<file path="config.mk">
export PLATFORM = sky130hd
export DESIGN_NAME = sfpi_device
export DESIGN_NICKNAME = d
export VERILOG_FILES = /design/src/sfpi_device.v /design/src/sfpi_fifo.v
export VERILOG_INCLUDE_DIRS = /design/src
export SDC_FILE = /design/constraint.sdc
export NUM_CORES = 1
export LEC_CHECK = 0
export ABC_AREA = 0
export BUFFER_PORTS_ARGS = -buffer_cell sky130_fd_sc_hd__buf_2
export CAP_MARGIN = 20
export CORE_MARGIN = 2
export CORE_UTILIZATION = 56
export CTS_BUF_LIST = sky130_fd_sc_hd__clkbuf_4 sky130_fd_sc_hd__clkbuf_8
export DETAILED_ROUTE_END_ITERATION = 8
export GPL_TIMING_DRIVEN = 0
export PLACE_DENSITY = 0.8
export SLEW_MARGIN = 10
export SYNTH_ARGS = -nofsm -noshare
export SYNTH_HDL_FRONTEND = slang
export SYNTH_SLANG_ARGS = --single-unit
</file>
<file path="constraint.sdc">
create_clock -name sys_clk -period 3.2 [get_ports sys_clk]
set_clock_uncertainty 0.15 [all_clocks]
set_input_delay 0.16 -clock sys_clk [delete_from_list [all_inputs] [get_ports sys_clk]]
set_output_delay 0.16 -clock sys_clk [all_outputs]
set_load 0.05 [all_outputs]
</file>
<file path="src/sfpi_defines.vh">
// constants for the serial flash pin interface block
`ifndef SFPI_DEFINES_VH
`define SFPI_DEFINES_VH

// clock rate and synchroniser depth
`define SFPI_CLK_HZ 50000000
`define SFPI_SYNC_STAGES 2

// byte framing
`define SFPI_BYTE_BITS 8
`define SFPI_ADDR_BYTES 3
`define SFPI_ADDR_BITS 24

// command opcodes, values arbitrary
`define SFPI_OP_READ 8'h11
`define SFPI_OP_PROGRAM 8'h22
`define SFPI_OP_ERASE 8'h33
`define SFPI_OP_MAP_WRITE 8'h44
`define SFPI_OP_MAP_ERASE 8'h55
`define SFPI_OP_PROT_ENABLE 8'h66
`define SFPI_OP_PROT_DISABLE 8'h77
`define SFPI_OP_LOCK 8'h88

// sector protection map
`define SFPI_SECTORS 8
`define SFPI_SECTOR_MSB 23
`define SFPI_SECTOR_LSB 21
`define SFPI_MAP_RESET 8'h00

// receive fifo
`define SFPI_FIFO_DEPTH 16
`define SFPI_FIFO_WIDTH 8

// frame states
`define SFPI_ST_IDLE 3'h0
`define SFPI_ST_OPCODE 3'h1
`define SFPI_ST_ADDR 3'h2
`define SFPI_ST_DATA 3'h3
`define SFPI_ST_DISCARD 3'h4

`endif

</file>
<file path="src/sfpi_device.v">
// serial flash pin interface, device side
// Notes on behaviour
// RULE_01 - chip select high: standby, output tri-stated
// RULE_02 - deselected: serial input ignored entirely
// RULE_03 - operations open/close on chip select edges
// RULE_04 - standby waits for self-timed operation end
// RULE_05 - input sampled on serial clock rising edge
// RULE_06 - output changes on serial clock falling edge
// RULE_07 - write-protect low guards all mapped sectors
// RULE_08 - write-protect low freezes the protection map
// RULE_09 - program/erase under write-protect silently discarded
// RULE_10 - enable and lock commands accepted under protect
// RULE_11 - unconnected write-protect reads as high
// RULE_12 - reset pin low aborts and idles
// RULE_13 - reset held while pin stays low
// RULE_14 - internal power-on reset, pin unconstrained
// RULE_15 - host should drive unused reset high
// RULE_16 - opcode byte then address after select
// RULE_17 - all bytes most significant bit first
`timescale 1ns/1ns
`default_nettype none
`include "sfpi_defines.vh"
module sfpi_device #(
  parameter SECTORS = `SFPI_SECTORS,
  parameter FIFO_DEPTH = `SFPI_FIFO_DEPTH,
  parameter FIFO_AW = 4
) (
  input wire sys_clk,
  input wire nrst,
  input wire csN,
  input wire sck,
  input wire si,
  output reg soOut,
  output reg soOe,
  input wire wpN,
  input wire wpNConnected,
  input wire resetPinN,
  input wire coreBusy,
  output reg standby,
  output reg cmdValid,
  output reg [7:0] cmdOpcode,
  output reg [`SFPI_ADDR_BITS-1:0] cmdAddr,
  output reg cmdDiscarded,
  output reg lockReq,
  output reg protEnabled,
  output reg [SECTORS-1:0] protMap,
  input wire [7:0] txData,
  output reg txTaken,
  output wire rxValid,
  input wire rxReady,
  output wire [7:0] rxData,
  output reg rxOverrun
);

////////////////////////////////////////////////////////////////////////////////
// pin synchronisers

  reg [1:0] csSync_reg;
  reg [1:0] sckSync_reg;
  reg [1:0] siSync_reg;
  reg [1:0] wpSync_reg;
  reg [1:0] rstSync_reg;
  reg sckPrev_reg;
  reg csPrev_reg;
  wire csHigh;
  wire sckRise;
  wire sckFall;
  wire csFall;
  wire siBit;
  wire wpLow;
  wire pinReset;

  always @(posedge sys_clk) begin
    // internal power-on reset comes from nrst alone
    // RULE_14 power-on reset
    if (!nrst) begin
      csSync_reg <= 2'h3;
      sckSync_reg <= 2'h0;
      siSync_reg <= 2'h0;
      wpSync_reg <= 2'h3;
      rstSync_reg <= 2'h3;
      sckPrev_reg <= 1'b0;
      csPrev_reg <= 1'b1;
    end else begin
      // sck and si pass equal depths so each sampled bit lines up with its edge
      csSync_reg <= {csSync_reg[0], csN};
      sckSync_reg <= {sckSync_reg[0], sck};
      siSync_reg <= {siSync_reg[0], si};
      // RULE_11 floating protect reads high
      wpSync_reg <= {wpSync_reg[0], wpN | ~wpNConnected};
      rstSync_reg <= {rstSync_reg[0], resetPinN};
      sckPrev_reg <= sckSync_reg[1];
      csPrev_reg <= csSync_reg[1];
    end
  end

  assign csHigh = csSync_reg[1];
  assign siBit = siSync_reg[1];
  assign wpLow = ~wpSync_reg[1];
  assign pinReset = ~rstSync_reg[1];
  assign sckRise = sckSync_reg[1] && !sckPrev_reg;
  assign sckFall = !sckSync_reg[1] && sckPrev_reg;
  assign csFall = !csHigh && csPrev_reg;

////////////////////////////////////////////////////////////////////////////////
// frame state machine

  reg [2:0] state_reg;
  reg [2:0] state_next;
  reg [2:0] bitCnt_reg;
  reg [1:0] byteCnt_reg;
  reg [7:0] shiftIn_reg;
  reg [7:0] txShift_reg;
  reg isRead_reg;
  reg mapFirst_reg;
  reg busyHold_reg;
  wire [7:0] byteNow;
  wire byteDone;
  wire [2:0] sectorIdx;
  wire [`SFPI_ADDR_BITS-1:0] addrNow;
  wire sectorGuarded;
  wire fifoReady;
  wire isProg;
  wire isErase;

  // RULE_17 msb first shift in
  assign byteNow = {shiftIn_reg[6:0], siBit};
  assign byteDone = sckRise && (bitCnt_reg == 3'h7);
  // sector from this frame's bytes, cmdAddr's top byte still holds the last frame's low byte
  assign addrNow = {cmdAddr[`SFPI_ADDR_BITS-9:0], byteNow};
  assign sectorIdx = addrNow[`SFPI_SECTOR_MSB:`SFPI_SECTOR_LSB];
  // RULE_07 protect pin forces the map on
  assign sectorGuarded = protMap[sectorIdx] && (protEnabled || wpLow);
  // only program and erase are discarded under write protect
  assign isProg = (cmdOpcode == `SFPI_OP_PROGRAM);
  assign isErase = (cmdOpcode == `SFPI_OP_ERASE);

  always @* begin
    state_next = state_reg;
    case (state_reg)
      `SFPI_ST_IDLE: begin
        // RULE_03 frames open on falling select
        if (csFall) begin
          state_next = `SFPI_ST_OPCODE;
        end
      end
      `SFPI_ST_OPCODE: begin
        // RULE_16 opcode byte comes first
        if (byteDone) begin
          state_next = `SFPI_ST_ADDR;
        end
      end
      `SFPI_ST_ADDR: begin
        if (byteDone && byteCnt_reg == 2'h2) begin
          // RULE_09 protected writes dropped
          if ((isProg || isErase) && (wpLow || sectorGuarded)) begin
            state_next = `SFPI_ST_DISCARD;
          end else begin
            state_next = `SFPI_ST_DATA;
          end
        end
      end
      `SFPI_ST_DATA: begin
        state_next = `SFPI_ST_DATA;
      end
      `SFPI_ST_DISCARD: begin
        state_next = `SFPI_ST_DISCARD;
      end
      default: begin
        state_next = `SFPI_ST_IDLE;
      end
    endcase
    // RULE_03 any frame ends on rising select
    if (csHigh) begin
      state_next = `SFPI_ST_IDLE;
    end
  end

  always @(posedge sys_clk) begin
    // RULE_12 pin reset aborts the frame
    // RULE_13 held as long as pin is low
    if (!nrst || pinReset) begin
      state_reg <= `SFPI_ST_IDLE;
      bitCnt_reg <= 3'h0;
      byteCnt_reg <= 2'h0;
      shiftIn_reg <= 8'h00;
      cmdOpcode <= 8'h00;
      cmdAddr <= {`SFPI_ADDR_BITS{1'b0}};
      cmdValid <= 1'b0;
      cmdDiscarded <= 1'b0;
      lockReq <= 1'b0;
      isRead_reg <= 1'b0;
      mapFirst_reg <= 1'b0;
    end else begin
      state_reg <= state_next;
      cmdValid <= 1'b0;
      cmdDiscarded <= 1'b0;
      lockReq <= 1'b0;
      // a partial byte left at deselect is dropped with the counters
      if (csFall || csHigh) begin
        bitCnt_reg <= 3'h0;
        byteCnt_reg <= 2'h0;
        mapFirst_reg <= 1'b1;
      end else if (sckRise && state_reg != `SFPI_ST_IDLE) begin
        // RULE_05 sample on rising serial clock
        // RULE_02 only while selected
        shiftIn_reg <= byteNow;
        bitCnt_reg <= bitCnt_reg + 3'h1;
      end
      if (byteDone && state_reg == `SFPI_ST_OPCODE) begin
        cmdOpcode <= byteNow;
        isRead_reg <= (byteNow == `SFPI_OP_READ);
        // RULE_10 lock taken regardless of protect
        // lock is only a pulse, the core keeps the lock state
        if (byteNow == `SFPI_OP_LOCK) begin
          lockReq <= 1'b1;
        end
      end
      if (byteDone && state_reg == `SFPI_ST_ADDR) begin
        cmdAddr <= {cmdAddr[`SFPI_ADDR_BITS-9:0], byteNow};
        byteCnt_reg <= byteCnt_reg + 2'h1;
      end
      if (state_reg == `SFPI_ST_ADDR && state_next == `SFPI_ST_DATA) begin
        cmdValid <= 1'b1;
      end
      if (state_reg == `SFPI_ST_ADDR && state_next == `SFPI_ST_DISCARD) begin
        cmdDiscarded <= 1'b1;
      end
      if (byteDone && state_reg == `SFPI_ST_DATA) begin
        mapFirst_reg <= 1'b0;
      end
    end
  end

////////////////////////////////////////////////////////////////////////////////
// protection state

  // protection survives the reset pin, only power-on clears it
  always @(posedge sys_clk) begin
    if (!nrst) begin
      protEnabled <= 1'b0;
      protMap <= `SFPI_MAP_RESET;
    end else if (!pinReset && !csHigh) begin
      // RULE_10 enable accepted under protect
      if (byteDone && state_reg == `SFPI_ST_OPCODE) begin
        if (byteNow == `SFPI_OP_PROT_ENABLE) begin
          protEnabled <= 1'b1;
        end else if (byteNow == `SFPI_OP_PROT_DISABLE) begin
          protEnabled <= 1'b0;
        end
      end
      // RULE_08 map frozen while protect is low
      if (!wpLow && byteDone && state_reg == `SFPI_ST_DATA && mapFirst_reg) begin
        if (cmdOpcode == `SFPI_OP_MAP_WRITE) begin
          protMap <= byteNow[SECTORS-1:0];
        end
      end
      if (!wpLow && state_reg == `SFPI_ST_ADDR && state_next == `SFPI_ST_DATA) begin
        if (cmdOpcode == `SFPI_OP_MAP_ERASE) begin
          protMap <= {SECTORS{1'b0}};
        end
      end
    end
  end

////////////////////////////////////////////////////////////////////////////////
// serial output

  always @(posedge sys_clk) begin
    if (!nrst || pinReset || csHigh) begin
      // RULE_01 deselected output is released
      soOut <= 1'b0;
      soOe <= 1'b0;
      txShift_reg <= 8'h00;
      txTaken <= 1'b0;
    end else begin
      txTaken <= 1'b0;
      // first byte loaded as the address ends, ahead of the first falling edge
      if (state_reg == `SFPI_ST_ADDR && state_next == `SFPI_ST_DATA && isRead_reg) begin
        txShift_reg <= txData;
        txTaken <= 1'b1;
        soOe <= 1'b1;
      end else if (sckFall && state_reg == `SFPI_ST_DATA && isRead_reg) begin
        // RULE_06 drive on falling serial clock
        // RULE_17 msb first shift out
        soOut <= txShift_reg[7];
        txShift_reg <= {txShift_reg[6:0], 1'b0};
      end
      // next byte taken once the last bit of this one is sampled
      if (byteDone && state_reg == `SFPI_ST_DATA && isRead_reg) begin
        txShift_reg <= txData;
        txTaken <= 1'b1;
      end
    end
  end

////////////////////////////////////////////////////////////////////////////////
// standby and write data path

  always @(posedge sys_clk) begin
    if (!nrst) begin
      standby <= 1'b1;
      busyHold_reg <= 1'b0;
    end else begin
      // extra cycle covers a busy flag that drops as select rises
      busyHold_reg <= coreBusy;
      // RULE_04 standby waits for the self-timed cycle
      // RULE_01 standby, never deep power-down
      standby <= csHigh && !coreBusy && !busyHold_reg;
    end
  end

  wire pushByte;
  assign pushByte = byteDone && state_reg == `SFPI_ST_DATA && !isRead_reg && !csHigh;

  // the link cannot be stalled, so a full fifo drops the byte and flags it
  always @(posedge sys_clk) begin
    if (!nrst || csFall) begin
      rxOverrun <= 1'b0;
    end else if (pushByte && !fifoReady) begin
      rxOverrun <= 1'b1;
    end
  end

  // the reset pin flushes queued write data along with the frame
  sfpi_fifo #(
    .WIDTH(`SFPI_FIFO_WIDTH),
    .DEPTH(FIFO_DEPTH),
    .AW(FIFO_AW)
  ) rxFifo (
    .sys_clk(sys_clk),
    .nrst(nrst),
    .flush(pinReset),
    .inValid(pushByte),
    .inReady(fifoReady),
    .inData(byteNow),
    .outValid(rxValid),
    .outReady(rxReady),
    .outData(rxData)
  );
endmodule
`default_nettype wire

</file>
<file path="src/sfpi_fifo.v">
// synchronous fifo with registered output stage
`timescale 1ns/1ns
`default_nettype none
module sfpi_fifo #(
  parameter WIDTH = 8,
  parameter DEPTH = 16,
  parameter AW = 4
) (
  input wire sys_clk,
  input wire nrst,
  input wire flush,
  input wire inValid,
  output wire inReady,
  input wire [WIDTH-1:0] inData,
  output reg outValid,
  input wire outReady,
  output reg [WIDTH-1:0] outData
);
  reg [WIDTH-1:0] mem [0:DEPTH-1];
  reg [AW-1:0] wrPtr_reg;
  reg [AW-1:0] rdPtr_reg;
  reg [AW:0] count_reg;
  wire doWrite;
  wire doRead;

  // output stage counts toward capacity, keeping the total at DEPTH words
  assign inReady = ((count_reg + {{AW{1'b0}}, outValid}) != DEPTH[AW:0]);
  assign doWrite = inValid && inReady;
  // refill the output stage whenever it is empty or being taken
  assign doRead = (count_reg != {(AW+1){1'b0}}) && (!outValid || outReady);

  always @(posedge sys_clk) begin
    if (doWrite) begin
      mem[wrPtr_reg] <= inData;
    end
  end

  always @(posedge sys_clk) begin
    if (!nrst || flush) begin
      wrPtr_reg <= {AW{1'b0}};
      rdPtr_reg <= {AW{1'b0}};
      count_reg <= {(AW+1){1'b0}};
      outValid <= 1'b0;
      outData <= {WIDTH{1'b0}};
    end else begin
      if (doWrite) begin
        wrPtr_reg <= wrPtr_reg + 1'b1;
      end
      if (doRead) begin
        rdPtr_reg <= rdPtr_reg + 1'b1;
        outData <= mem[rdPtr_reg];
        outValid <= 1'b1;
      end else if (outReady) begin
        outValid <= 1'b0;
      end
      if (doWrite && !doRead) begin
        count_reg <= count_reg + 1'b1;
      end else if (doRead && !doWrite) begin
        count_reg <= count_reg - 1'b1;
      end
    end
  end
endmodule
`default_nettype wire

</file>
==> results.md, run 1 <==
- Fin crit share: 102%
- Flip-flop count of the largest register after layout: 128
- CP endpoint kind: register
- Root Buffer Master: clkbuf_8
- Synth Register Bits: 237
- Buffering stage count on the worst path with inverters included: 1
- Post-synthesis cell type with the largest combined area: edfxtp_1
- Number of antenna-violating nets in the routed design: 0
- Worst slew pin tran: 1.00 ns
- Hold path depth: 3
- Maximum vdd ir drop: 0.369 mV
- FFs w/ async S/R, synth: 0%
- Final GP Congestion: 0.896
- Net count, final: 885
- Final std cells w/o fill: 1101
- Max-capacitance violation count: 0
- CP max-delay cell: dfxtp_1
- Worst max-slew margin expressed relative to the limit: 33.0%
- Worst r2r dst: rxFifo.count_reg[4]$_SDFFE_PP0P_
- Hold endpoint: wpSync_reg[0]$_SDFF_PN1_
- I/O pin cnt: 76
- Mapped Cells: 709
- Largest delay share family, worst path: adder cells
- Starting utilization of the core area: 57.5%
- Average footprint of a synthesized cell: 13.5 µm²
- Routed wirelength normalized by instance count: 20.2 µm
- Largest cells by area after synthesis: edfxtp_1 (40%), dfxtp_1 (23%), mux4_1 (6.6%)
- Synthesized-area fraction occupied by ao, oa, aoi and oai cells: 5.33%
- Endpoints failing setup: 1
- Data arrival time at the worst-slack endpoint: 3.55 ns
- Fraction of final layout cells sized beyond drive strength 1: 25.1%
- Mux share of post-synthesis cell area: 13.6%
- Final routed wirelength across all metal layers: 22200 µm
- Slack of the worst reg-to-reg path: -0.06 ns
- WS Path Type: register to register
- Netlist cell types: 59
- Status: complete, but fails checks
- Wire length of the first global-routing pass: 34900 µm
- Smallest setup slack after layout: -0.0624 ns
- Pre-Repair DR Iteration Count: 5
- Overall fraction of global-route tracks in use: 25.1%
- Via count normalized by instance count: 5.82
- Cells along the critical path: ha_1, ha_1, and3b_1, nand3_1, a2111oi_4, ha_2, inv_4, fa_2, a21o_1, a21oi_2, xnor2_1, or3_1, a21oi_1
- CP max FO: 5
- Post-detailed-route DRC marker count: 0
- Iteration-0 DRC Markers: 405
- Total global routing overflow: 0
- Maximum level of the CTS H-tree: 2
- Adder-cell area share of the yosys netlist: 2.04%
- Count of flip-flops with a built-in enable after synthesis: 128
- Initial antenna violation count: 0
- Worst min path class: input port to register
- IO buf count: 74
- Clock latency on the worst-skew pair: 0.53 ns
- Largest registers ranked by flip-flop count: rxFifo.mem x128, cmdAddr x24
- Most flop-heavy register: rxFifo.mem
- Dominant combinational cell family by area after synthesis: multiplexers
- Num Clock Sinks: 237
- Pin count of the biggest net entering global routing: 24
- Clock buffers created by TritonCTS: 39
- CP Data Required Time: 3.49 ns
- # placed instances: 1006
- Filler Cell Count: 1099
- Top cell by count, worst path: ha_1
- Highest Clock Rate: 307 MHz
- Reg2reg start: bitCnt_reg[0]$_SDFFE_PP0P_
- R2R cell count: 13
- Area enclosed by the die boundary: 0.0182 mm²
- DIE HEIGHT: 135 µm
- Simple-gate area share of the yosys netlist: 12.4%
- Clock Tree Buf Depth: 3
- Hold Path Origin: wpNConnected
- Vias in the first global route: 6439
- Commonest non-fill, non-tap cell in the layout: edfxtp_1
- Final Hold Fails: 0
- Synth Flop Type: edfxtp_1
- Post-Synthesis Cell Area: 0.00957 mm²
- Longest individual stage delay on the worst path: 0.36 ns
- Proportion of netlist area held by the largest area contributor: 40.2%
- Kind of launch point of the worst setup path: register
- Shortest period the worst path allows: 3.26 ns
- Synth warn: 0
- Sequential share of the synthesized area: 63.0%
- Clock tree from TritonCTS: yes
- Leak: 3.93 nW
- Antenna diode instance count: 0
- Total nets after synthesis: 742
- Number of placement rows: 47
- Areal power density over the cells: 517 mW/mm²
- Half-perimeter wire length of the detailed placement result: 14100 µm
- Final slew viol count: 0
- Floorplan core area: 0.0166 mm²
- Violated checks: negative setup slack
- RSZ-0062 raised after global routing: true
- Layout overhead on the synthesized area: 18.9%
- Synth Area in XOR/XNOR: 1.10%
- Commonest cells after routing, fill and taps aside: edfxtp_1 (128), dfxtp_1 (107), nand2_1 (82)
- Final Power: 5.89 mW
- Clock transition at path regs: 0.06 ns
- Routed vias: 6405
- Overall die width: 135 µm
==> worst min-delay path, delay by kind of cell <==
family	cells	cell delay, ns
AND/OR/NAND/NOR	1	0.06
buffers and inverters	2	0.63
==> kinds of logic (layout without fill, tap and decap cells) <==
logic type	count (synthesis)	in the layout
buf+inv	49	221
flops	237	237
simple gates	249	249
fa+ha+maj	15	15
xor+xnor	12	12
compound gates	76	76
mux	71	71
==> metrics by stage <==
stage	setup WS [ns]	cell area (µm²)	hold slack (ns)	util [%]	TNS, ns
6_report	-0.0624	11400	0.215	68.4	-0.0624
5_1_grt	-0.232	11400	0.224	68.4	-0.521
4_1_cts	-0.0677	11300	0.195	68.1	-0.0677
3_5_place_dp	-0.498	10300	0.196	61.9	-19.51
3_3_place_gp	-0.394	10300	0.190	61.8	-13.71
2_1_floorplan	-0.173	9640	0.0931	-	-0.173
==> synthesized netlist by cell type, types with 8 or more instances <==
master / instances
dfxtp_1: 109
nor3_1: 15
nand4_1: 9
a31oi_1: 8
and2_1: 10
nand2b_1: 18
mux2i_1: 31
clkbuf_1: 24
mux4_2: 16
nor2_1: 80
ha_1: 14
edfxtp_1: 128
nand3_1: 9
a22o_1: 8
nand2_1: 82
mux4_1: 24
a21oi_1: 40
==> where the power goes <==
| part | internal [mW] | leakage, nW | switching [mW] |
|---|---|---|---|
| clock network | 1.46 | 0.419 | 1.15 |
| logic | 0.0351 | 1.53 | 0.0494 |
| registers | 3.18 | 1.98 | 0.00809 |
==> metal layers <==
layer,global-route usage (%),wire [µm],up-vias
met4,7.95,486,0
met1,33.5,9320,3186
met2,42.0,11000,270
li1,-,-,2907
met5,0,0,-
met3,5.03,1420,42
==> timing repair <==
| action | in CTS | in global routing |
|---|---|---|
| buffers inserted | 2 | 4 |
| hold endpoints to repair | 20 | 0 |
| hold buffers | 19 | 0 |
| setup endpoints to repair | 130 | 26 |
| pin swaps | 2 | 1 |
| resized for setup | 11 | 8 |
==> worst max path at each step <==
stage | slack (ns) | cells after the start | endpoint | start
after floorplan | -0.17 | 14 | rxFifo.count_reg[4]$_SDFFE_PP0P_ | rxFifo.outValid$_SDFFE_PP0P_
after global placement | -0.39 | 14 | rxFifo.count_reg[4]$_SDFFE_PP0P_ | rxFifo.count_reg[0]$_SDFFE_PP0P_
after detailed placement | -0.50 | 14 | rxFifo.count_reg[4]$_SDFFE_PP0P_ | rxFifo.count_reg[0]$_SDFFE_PP0P_
after CTS | -0.07 | 14 | rxFifo.count_reg[4]$_SDFFE_PP0P_ | rxFifo.count_reg[0]$_SDFFE_PP0P_
after global routing | -0.23 | 14 | rxFifo.count_reg[4]$_SDFFE_PP0P_ | rxFifo.count_reg[0]$_SDFFE_PP0P_
final | -0.06 | 13 | rxFifo.count_reg[4]$_SDFFE_PP0P_ | bitCnt_reg[0]$_SDFFE_PP0P_
==> area by class of cell <==
cell class                 instances  area, µm²  area share (%)
buffer                            41        218            1.91
clock buffer                      61        733            6.44
clock inverter                     9       43.8           0.385
inverter                           8       32.5           0.286
multi-input combinational        423       3420            30.0
sequential                       237       6030            53.0
tap                              220        275            2.42
timing repair buffer             102        628            5.52
No activity file was read; power rests on OpenSTA's default activity.
==> run 2, diff against run 1 <==
- RECOVER_POWER: not set -> 25
==> run 2 against run 1 <==
  * The flow still finishes with violations (negative setup slack)
  * Final area shrank 0.19%
  * Die area is the same
  * Cell count unchanged
  * Setup slack improved by 0.0031 ns
  * Maximum frequency hardly changed
  * Clock power barely moved
  * Sequential power is essentially flat
  * Utilization shrank 0.13 points
  * Flip-flop and latch count is the same
  * First-iteration DRC count increased by 3.2%
  * Power hardly changed
  * Highest routed layer unchanged
==> results.md, run 2 (same netlist as run 1, synthesis figures left out) <==
- Status: complete, but fails checks
- Violated checks: negative setup slack
- Clock latency on the worst-skew pair: 0.53 ns
- Antenna diode instance count: 0
- Net switching power figure: 1.21 mW
- Overall die width: 135 µm
- Smallest setup slack after layout: -0.0593 ns
- Areal power density over the cells: 518 mW/mm²
- Final Core Density: 68.3%
- Data arrival time at the worst-slack endpoint: 3.54 ns
- Buffering stage count on the worst path with inverters included: 1
- Worst slew pin tran: 0.971 ns
- Filler Cell Count: 1111
- Commonest non-fill, non-tap cell in the layout: edfxtp_1
- Routed vias: 6360
- Largest registers ranked by flip-flop count: rxFifo.mem x128, cmdAddr x24
- Multi-input gate area: 0.00342 mm²
- CP max FO: 4
- Wire length of the first global-routing pass: 34900 µm
- I/O pin cnt: 76
- Num Clock Sinks: 237
- Clock Tree Buf Depth: 3
- Root Buffer Master: clkbuf_8
- Switching share of power: 20.5%
- Commonest cells after routing, fill and taps aside: edfxtp_1 (128), dfxtp_1 (107), nand2_1 (82)
- Overall fraction of global-route tracks in use: 25.1%
- Final slew viol count: 0
- Worst min path class: input port to register
- Final GP Congestion: 0.896
- RSZ-0062 raised after global routing: true
- Routed wirelength normalized by instance count: 20.2 µm
- Pin count of the biggest net entering global routing: 24
- Setup slack after placement: -0.498 ns
- Post-route setup TNS: -0.0593 ns
- Total global routing overflow: 0
- Shortest period the worst path allows: 3.26 ns
- Worst max-slew margin expressed relative to the limit: 35.2%
- Final routed wirelength across all metal layers: 22200 µm
- Clock transition at path regs: 0.06 ns
- Portion of total power attributed to the clock network: 44.3%
- Final Hold Fails: 0
- Kind of launch point of the worst setup path: register
- Reg area: 0.00603 mm²
- Pre-Repair DR Iteration Count: 6
- Most flop-heavy register: rxFifo.mem
- CP Data Required Time: 3.48 ns
- Vias in the first global route: 6439
- Internal power consumption: 4.67 mW
- Area enclosed by the die boundary: 0.0182 mm²
- DIE HEIGHT: 135 µm
- Top sig layer: met4
- Starting utilization of the core area: 57.5%
- Sum of met3 wire segment lengths after detailed routing: 1410 µm
- Highest Clock Rate: 307 MHz
- Routed metal-1 wirelength: 9350 µm
- Final std cells w/o fill: 1101
- Combinational Power Share: 1.4%
- Via count normalized by instance count: 5.78
- CP endpoint kind: register
- Leak: 3.85 nW
- Floorplan core area: 0.0166 mm²
- Net count, final: 885
- Met2 Routed Length: 11000 µm
- Fraction of final layout cells sized beyond drive strength 1: 23.2%
- Seq pwr share: 54.3%
- Fin crit share: 102%
- Largest delay share family, worst path: compound AO/OA/AOI/OAI gates
- WS Path Type: register to register
- Clock buffers created by TritonCTS: 39
- Clock tree from TritonCTS: yes
- CP max-delay cell: a2111oi_4
- Number of placement rows: 47
- Number of antenna-violating nets in the routed design: 0
- IO buf count: 74
- Post-detailed-route DRC marker count: 0
- # placed instances: 1006
- Iteration-0 DRC Markers: 418
- Final Power: 5.88 mW
- Endpoints failing setup: 1
- Half-perimeter wire length of the detailed placement result: 14100 µm
- Initial antenna violation count: 0
- Cells along the critical path: ha_4, ha_4, and2_4, a21oi_2, o22ai_2, a2111oi_4, ha_2, inv_4, fa_2, a21o_1, a21oi_2, xnor2_1, or3_1, a21oi_1
- Maximum level of the CTS H-tree: 2
- Flip-flop count of the largest register after layout: 128
- Max-capacitance violation count: 0
- Maximum vdd ir drop: 0.368 mV
- Layout overhead on the synthesized area: 18.7%
- Longest individual stage delay on the worst path: 0.38 ns
-- run 2: cell type report --
| class | count | share of cell area [%] |
|---|---|---|
| multi-input cells | 423 | 30.1 |
| clock inverters | 9 | 0.386 |
| well taps | 220 | 2.42 |
| plain buffers | 41 | 1.92 |
| inverters | 8 | 0.286 |
| clock buffers | 61 | 6.46 |
| repair buffers | 102 | 5.34 |
| flip-flops and latches | 237 | 53.1 |
-- run 2: through the flow --
step	hold WS, ns	instance area, µm²
floorplan	0.0931	9640
global placement	0.190	10300
detailed placement	0.196	10300
CTS	0.195	11300
global route	0.224	11400
finish	0.217	11400
-- run 2: final timing paths --
path	from	endpoint	slack [ns]	cells after the start
setup / recovery	rxFifo.count_reg[0]$_SDFFE_PP0P_	rxFifo.count_reg[4]$_SDFFE_PP0P_	-0.06	14
hold reg to reg	wpSync_reg[0]$_SDFF_PN1_	wpSync_reg[1]$_SDFF_PN1_	0.27	1
setup reg to reg	rxFifo.count_reg[0]$_SDFFE_PP0P_	rxFifo.count_reg[4]$_SDFFE_PP0P_	-0.06	14
hold / removal	wpNConnected	wpSync_reg[0]$_SDFF_PN1_	0.22	3
-- run 2: power groups by stage --
stage                     clock network, mW  logic, mW  registers [mW]
after floorplan                           0     0.0356            3.26
after global placement                    0     0.0622            3.26
after detailed placement                  0     0.0648            3.26
after CTS                              2.64     0.0824            3.19
after global routing                   2.77     0.0905            3.19
final                                  2.61     0.0837            3.19
-- run 2: repair_timing --
action,CTS,global route
pin swaps,2,1
endpoints found under the hold margin,20,0
hold buffers,19,0
setup buffers,2,4
setup endpoints to repair,130,26
resized for setup,11,8
-- run 2: tightest hold or removal path, delay by kind of cell --
family	cells	cell delay, ns
buf+inv	2	0.63
simple gates	1	0.06
-- run 2: per-layer routing --
layer / track usage, % / up-vias
li1: - / 2906
met1: 33.5 / 3154
met4: 7.95 / 0
met5: 0 / -
met3: 5.03 / 40
met2: 42.0 / 260
==> run 3, diff against run 2 <==
- HOLD_SLACK_MARGIN: not set -> 0.15
- RECOVER_POWER: 25 -> 100
- SETUP_SLACK_MARGIN: not set -> 0.4
==> run 3 against run 2 <==
  * The run still ends with negative setup slack left
  * Combinational power grew 8.1%
  * Sequential share of layout area shrank 1.2 points
  * Setup slack lost 0.051 ns
  * Die area is the same
  * Critical endpoint unchanged
  * Utilization grew 1.5 points
  * Clock power is essentially flat
  * Non-clock buffer count grew 15
==> results.md, run 3 (same netlist as run 1, synthesis figures left out) <==
- # placed instances: 1003
- Max-capacitance violation count: 0
- Final GP Congestion: 0.901
- Number of placement rows: 47
- Final std cells w/o fill: 1112
- Initial antenna violation count: 0
- Starting utilization of the core area: 57.5%
- Clock transition at path regs: 0.06 ns
- Cells along the critical path: ha_4, ha_4, and2_4, a21oi_2, o22ai_2, a2111oi_4, ha_2, inv_4, fa_2, a21o_1, a21oi_2, xnor2_1, or3_1, a21oi_1
- Clock buffers created by TritonCTS: 38
- Post-detailed-route DRC marker count: 0
- Wire length of the first global-routing pass: 35200 µm
- Fraction of final layout cells sized beyond drive strength 1: 24.1%
- Number of antenna-violating nets in the routed design: 0
- CP endpoint kind: register
- Routed vias: 6484
- Layout overhead on the synthesized area: 21.4%
- Iteration-0 DRC Markers: 547
- Worst r2r dst: rxFifo.count_reg[4]$_SDFFE_PP0P_
- Areal power density over the cells: 507 mW/mm²
- Longest individual stage delay on the worst path: 0.37 ns
- Data arrival time at the worst-slack endpoint: 3.60 ns
- Overall die width: 135 µm
- CP Data Required Time: 3.49 ns
- Half-perimeter wire length of the detailed placement result: 14000 µm
- Routed wirelength normalized by instance count: 20.3 µm
- Hold Path Origin: nrst
- Final routed wirelength across all metal layers: 22500 µm
- Clock Tree Buf Depth: 3
- Reg2reg start: rxFifo.count_reg[0]$_SDFFE_PP0P_
- Leak: 3.89 nW
- DIE HEIGHT: 135 µm
- Slack of the worst reg-to-reg path: -0.11 ns
- Largest registers ranked by flip-flop count: rxFifo.mem x128, cmdAddr x24
- Num Clock Sinks: 237
- Worst min path class: input port to register
- Floorplan core area: 0.0166 mm²
- Setup slack after placement: -0.562 ns
- Overall fraction of global-route tracks in use: 25.5%
- Fin crit share: 103%
- CP max FO: 3
- IO buf count: 74
- R2R cell count: 14
- Shortest period the worst path allows: 3.31 ns
- Maximum level of the CTS H-tree: 2
- Worst slew pin tran: 1.00 ns
- Antenna diode instance count: 0
- Most flop-heavy register: rxFifo.mem
- Final Core Density: 69.8%
- Root Buffer Master: clkbuf_8
- Kind of launch point of the worst setup path: register
- CP max-delay cell: fa_2
- Commonest cells after routing, fill and taps aside: edfxtp_1 (128), dfxtp_1 (106), nand2_1 (79)
- Endpoints failing setup: 1
- Smallest setup slack after layout: -0.110 ns
- Clock latency on the worst-skew pair: 0.53 ns
- Total global routing overflow: 0
- Via count normalized by instance count: 5.83
- Vias in the first global route: 6483
- Status: complete, but fails checks
- I/O pin cnt: 76
- Worst max-slew margin expressed relative to the limit: 33.2%
- Net count, final: 899
- WS Path Type: register to register
- Maximum vdd ir drop: 0.304 mV
- Commonest non-fill, non-tap cell in the layout: edfxtp_1
- Flip-flop count of the largest register after layout: 128
- Final slew viol count: 0
- Hold path depth: 3
- Clock tree from TritonCTS: yes
- RSZ-0062 raised after global routing: true
- Violated checks: negative setup slack
- Hold WS: 0.202 ns
- Post-route setup TNS: -0.110 ns
- Area enclosed by the die boundary: 0.0182 mm²
- Hold endpoint: protEnabled$_SDFFE_PN0P_
- Pin count of the biggest net entering global routing: 24
- Pre-Repair DR Iteration Count: 5
- Final Hold Fails: 0
- Highest Clock Rate: 302 MHz
## run 3: worst max path at each step
stage                                                 from                               end  slack [ns]  cells past startpoint
after detailed placement  rxFifo.count_reg[0]$_SDFFE_PP0P_  rxFifo.count_reg[4]$_SDFFE_PP0P_       -0.56                     14
after global placement    rxFifo.count_reg[0]$_SDFFE_PP0P_  rxFifo.count_reg[4]$_SDFFE_PP0P_       -0.38                     14
after global routing      rxFifo.count_reg[0]$_SDFFE_PP0P_  rxFifo.count_reg[4]$_SDFFE_PP0P_       -0.21                     14
final                     rxFifo.count_reg[0]$_SDFFE_PP0P_  rxFifo.count_reg[4]$_SDFFE_PP0P_       -0.11                     14
after floorplan               rxFifo.outValid$_SDFFE_PP0P_  rxFifo.count_reg[4]$_SDFFE_PP0P_       -0.17                     14
after CTS                 rxFifo.count_reg[0]$_SDFFE_PP0P_  rxFifo.count_reg[4]$_SDFFE_PP0P_       -0.05                     14
## run 3: area by class of cell
| cell class | instances | area, µm² |
|---|---|---|
| sequential | 237 | 6030 |
| timing repair buffer | 117 | 762 |
| fill | 1091 | 5030 |
| clock buffer | 63 | 748 |
| tap | 220 | 275 |
| multi-input combinational | 423 | 3530 |
| buffer | 41 | 219 |
| inverter | 8 | 32.5 |
| clock inverter | 3 | 15.0 |
## run 3: timing repair
item / CTS / global route
endpoints found under the setup margin: 133 / 66
gates cloned: 0 / 0
pin swaps: 12 / 5
endpoints found under the hold margin: 22 / 0
setup buffers: 12 / 7
resized for setup: 36 / 5
hold buffers: 24 / 0
## run 3: report_power, final
group | total (mW) | internal [mW] | switching, mW | leakage, nW
logic | 0.0905 | 0.0378 | 0.0527 | 1.50
registers | 3.19 | 3.18 | 0.00694 | 1.98
clock network | 2.60 | 1.47 | 1.14 | 0.407
## run 3: critical path, delay by kind of cell, from the launching register on
family,cells,cell delay (ns)
xor gates and xnor gates,1,0.10
DFF,1,0.36
adders and majority gates,4,0.98
buffers and inverters,1,0.06
and+or+nand+nor,2,0.48
AOI/OAI and AO/OA,6,1.11
## run 3: metrics by stage
stage | cell area, µm² | power [mW]
after detailed placement | 10300 | 3.32
after global placement | 10300 | 3.32
after global routing | 11600 | 6.05
final | 11600 | 5.88
after floorplan | 9660 | 3.29
after CTS | 11600 | 5.91
## run 3: metal layers
| metal | share of wire (%) | up-vias | track usage (%) |
|---|---|---|---|
| li1 | - | 2941 | - |
| met1 | 40 | 3170 | 33.2 |
| met2 | 50 | 323 | 42.1 |
| met3 | 7.7 | 50 | 4.73 |
| met4 | 2.6 | 0 | 11.2 |
| met5 | 0 | - | 0 |
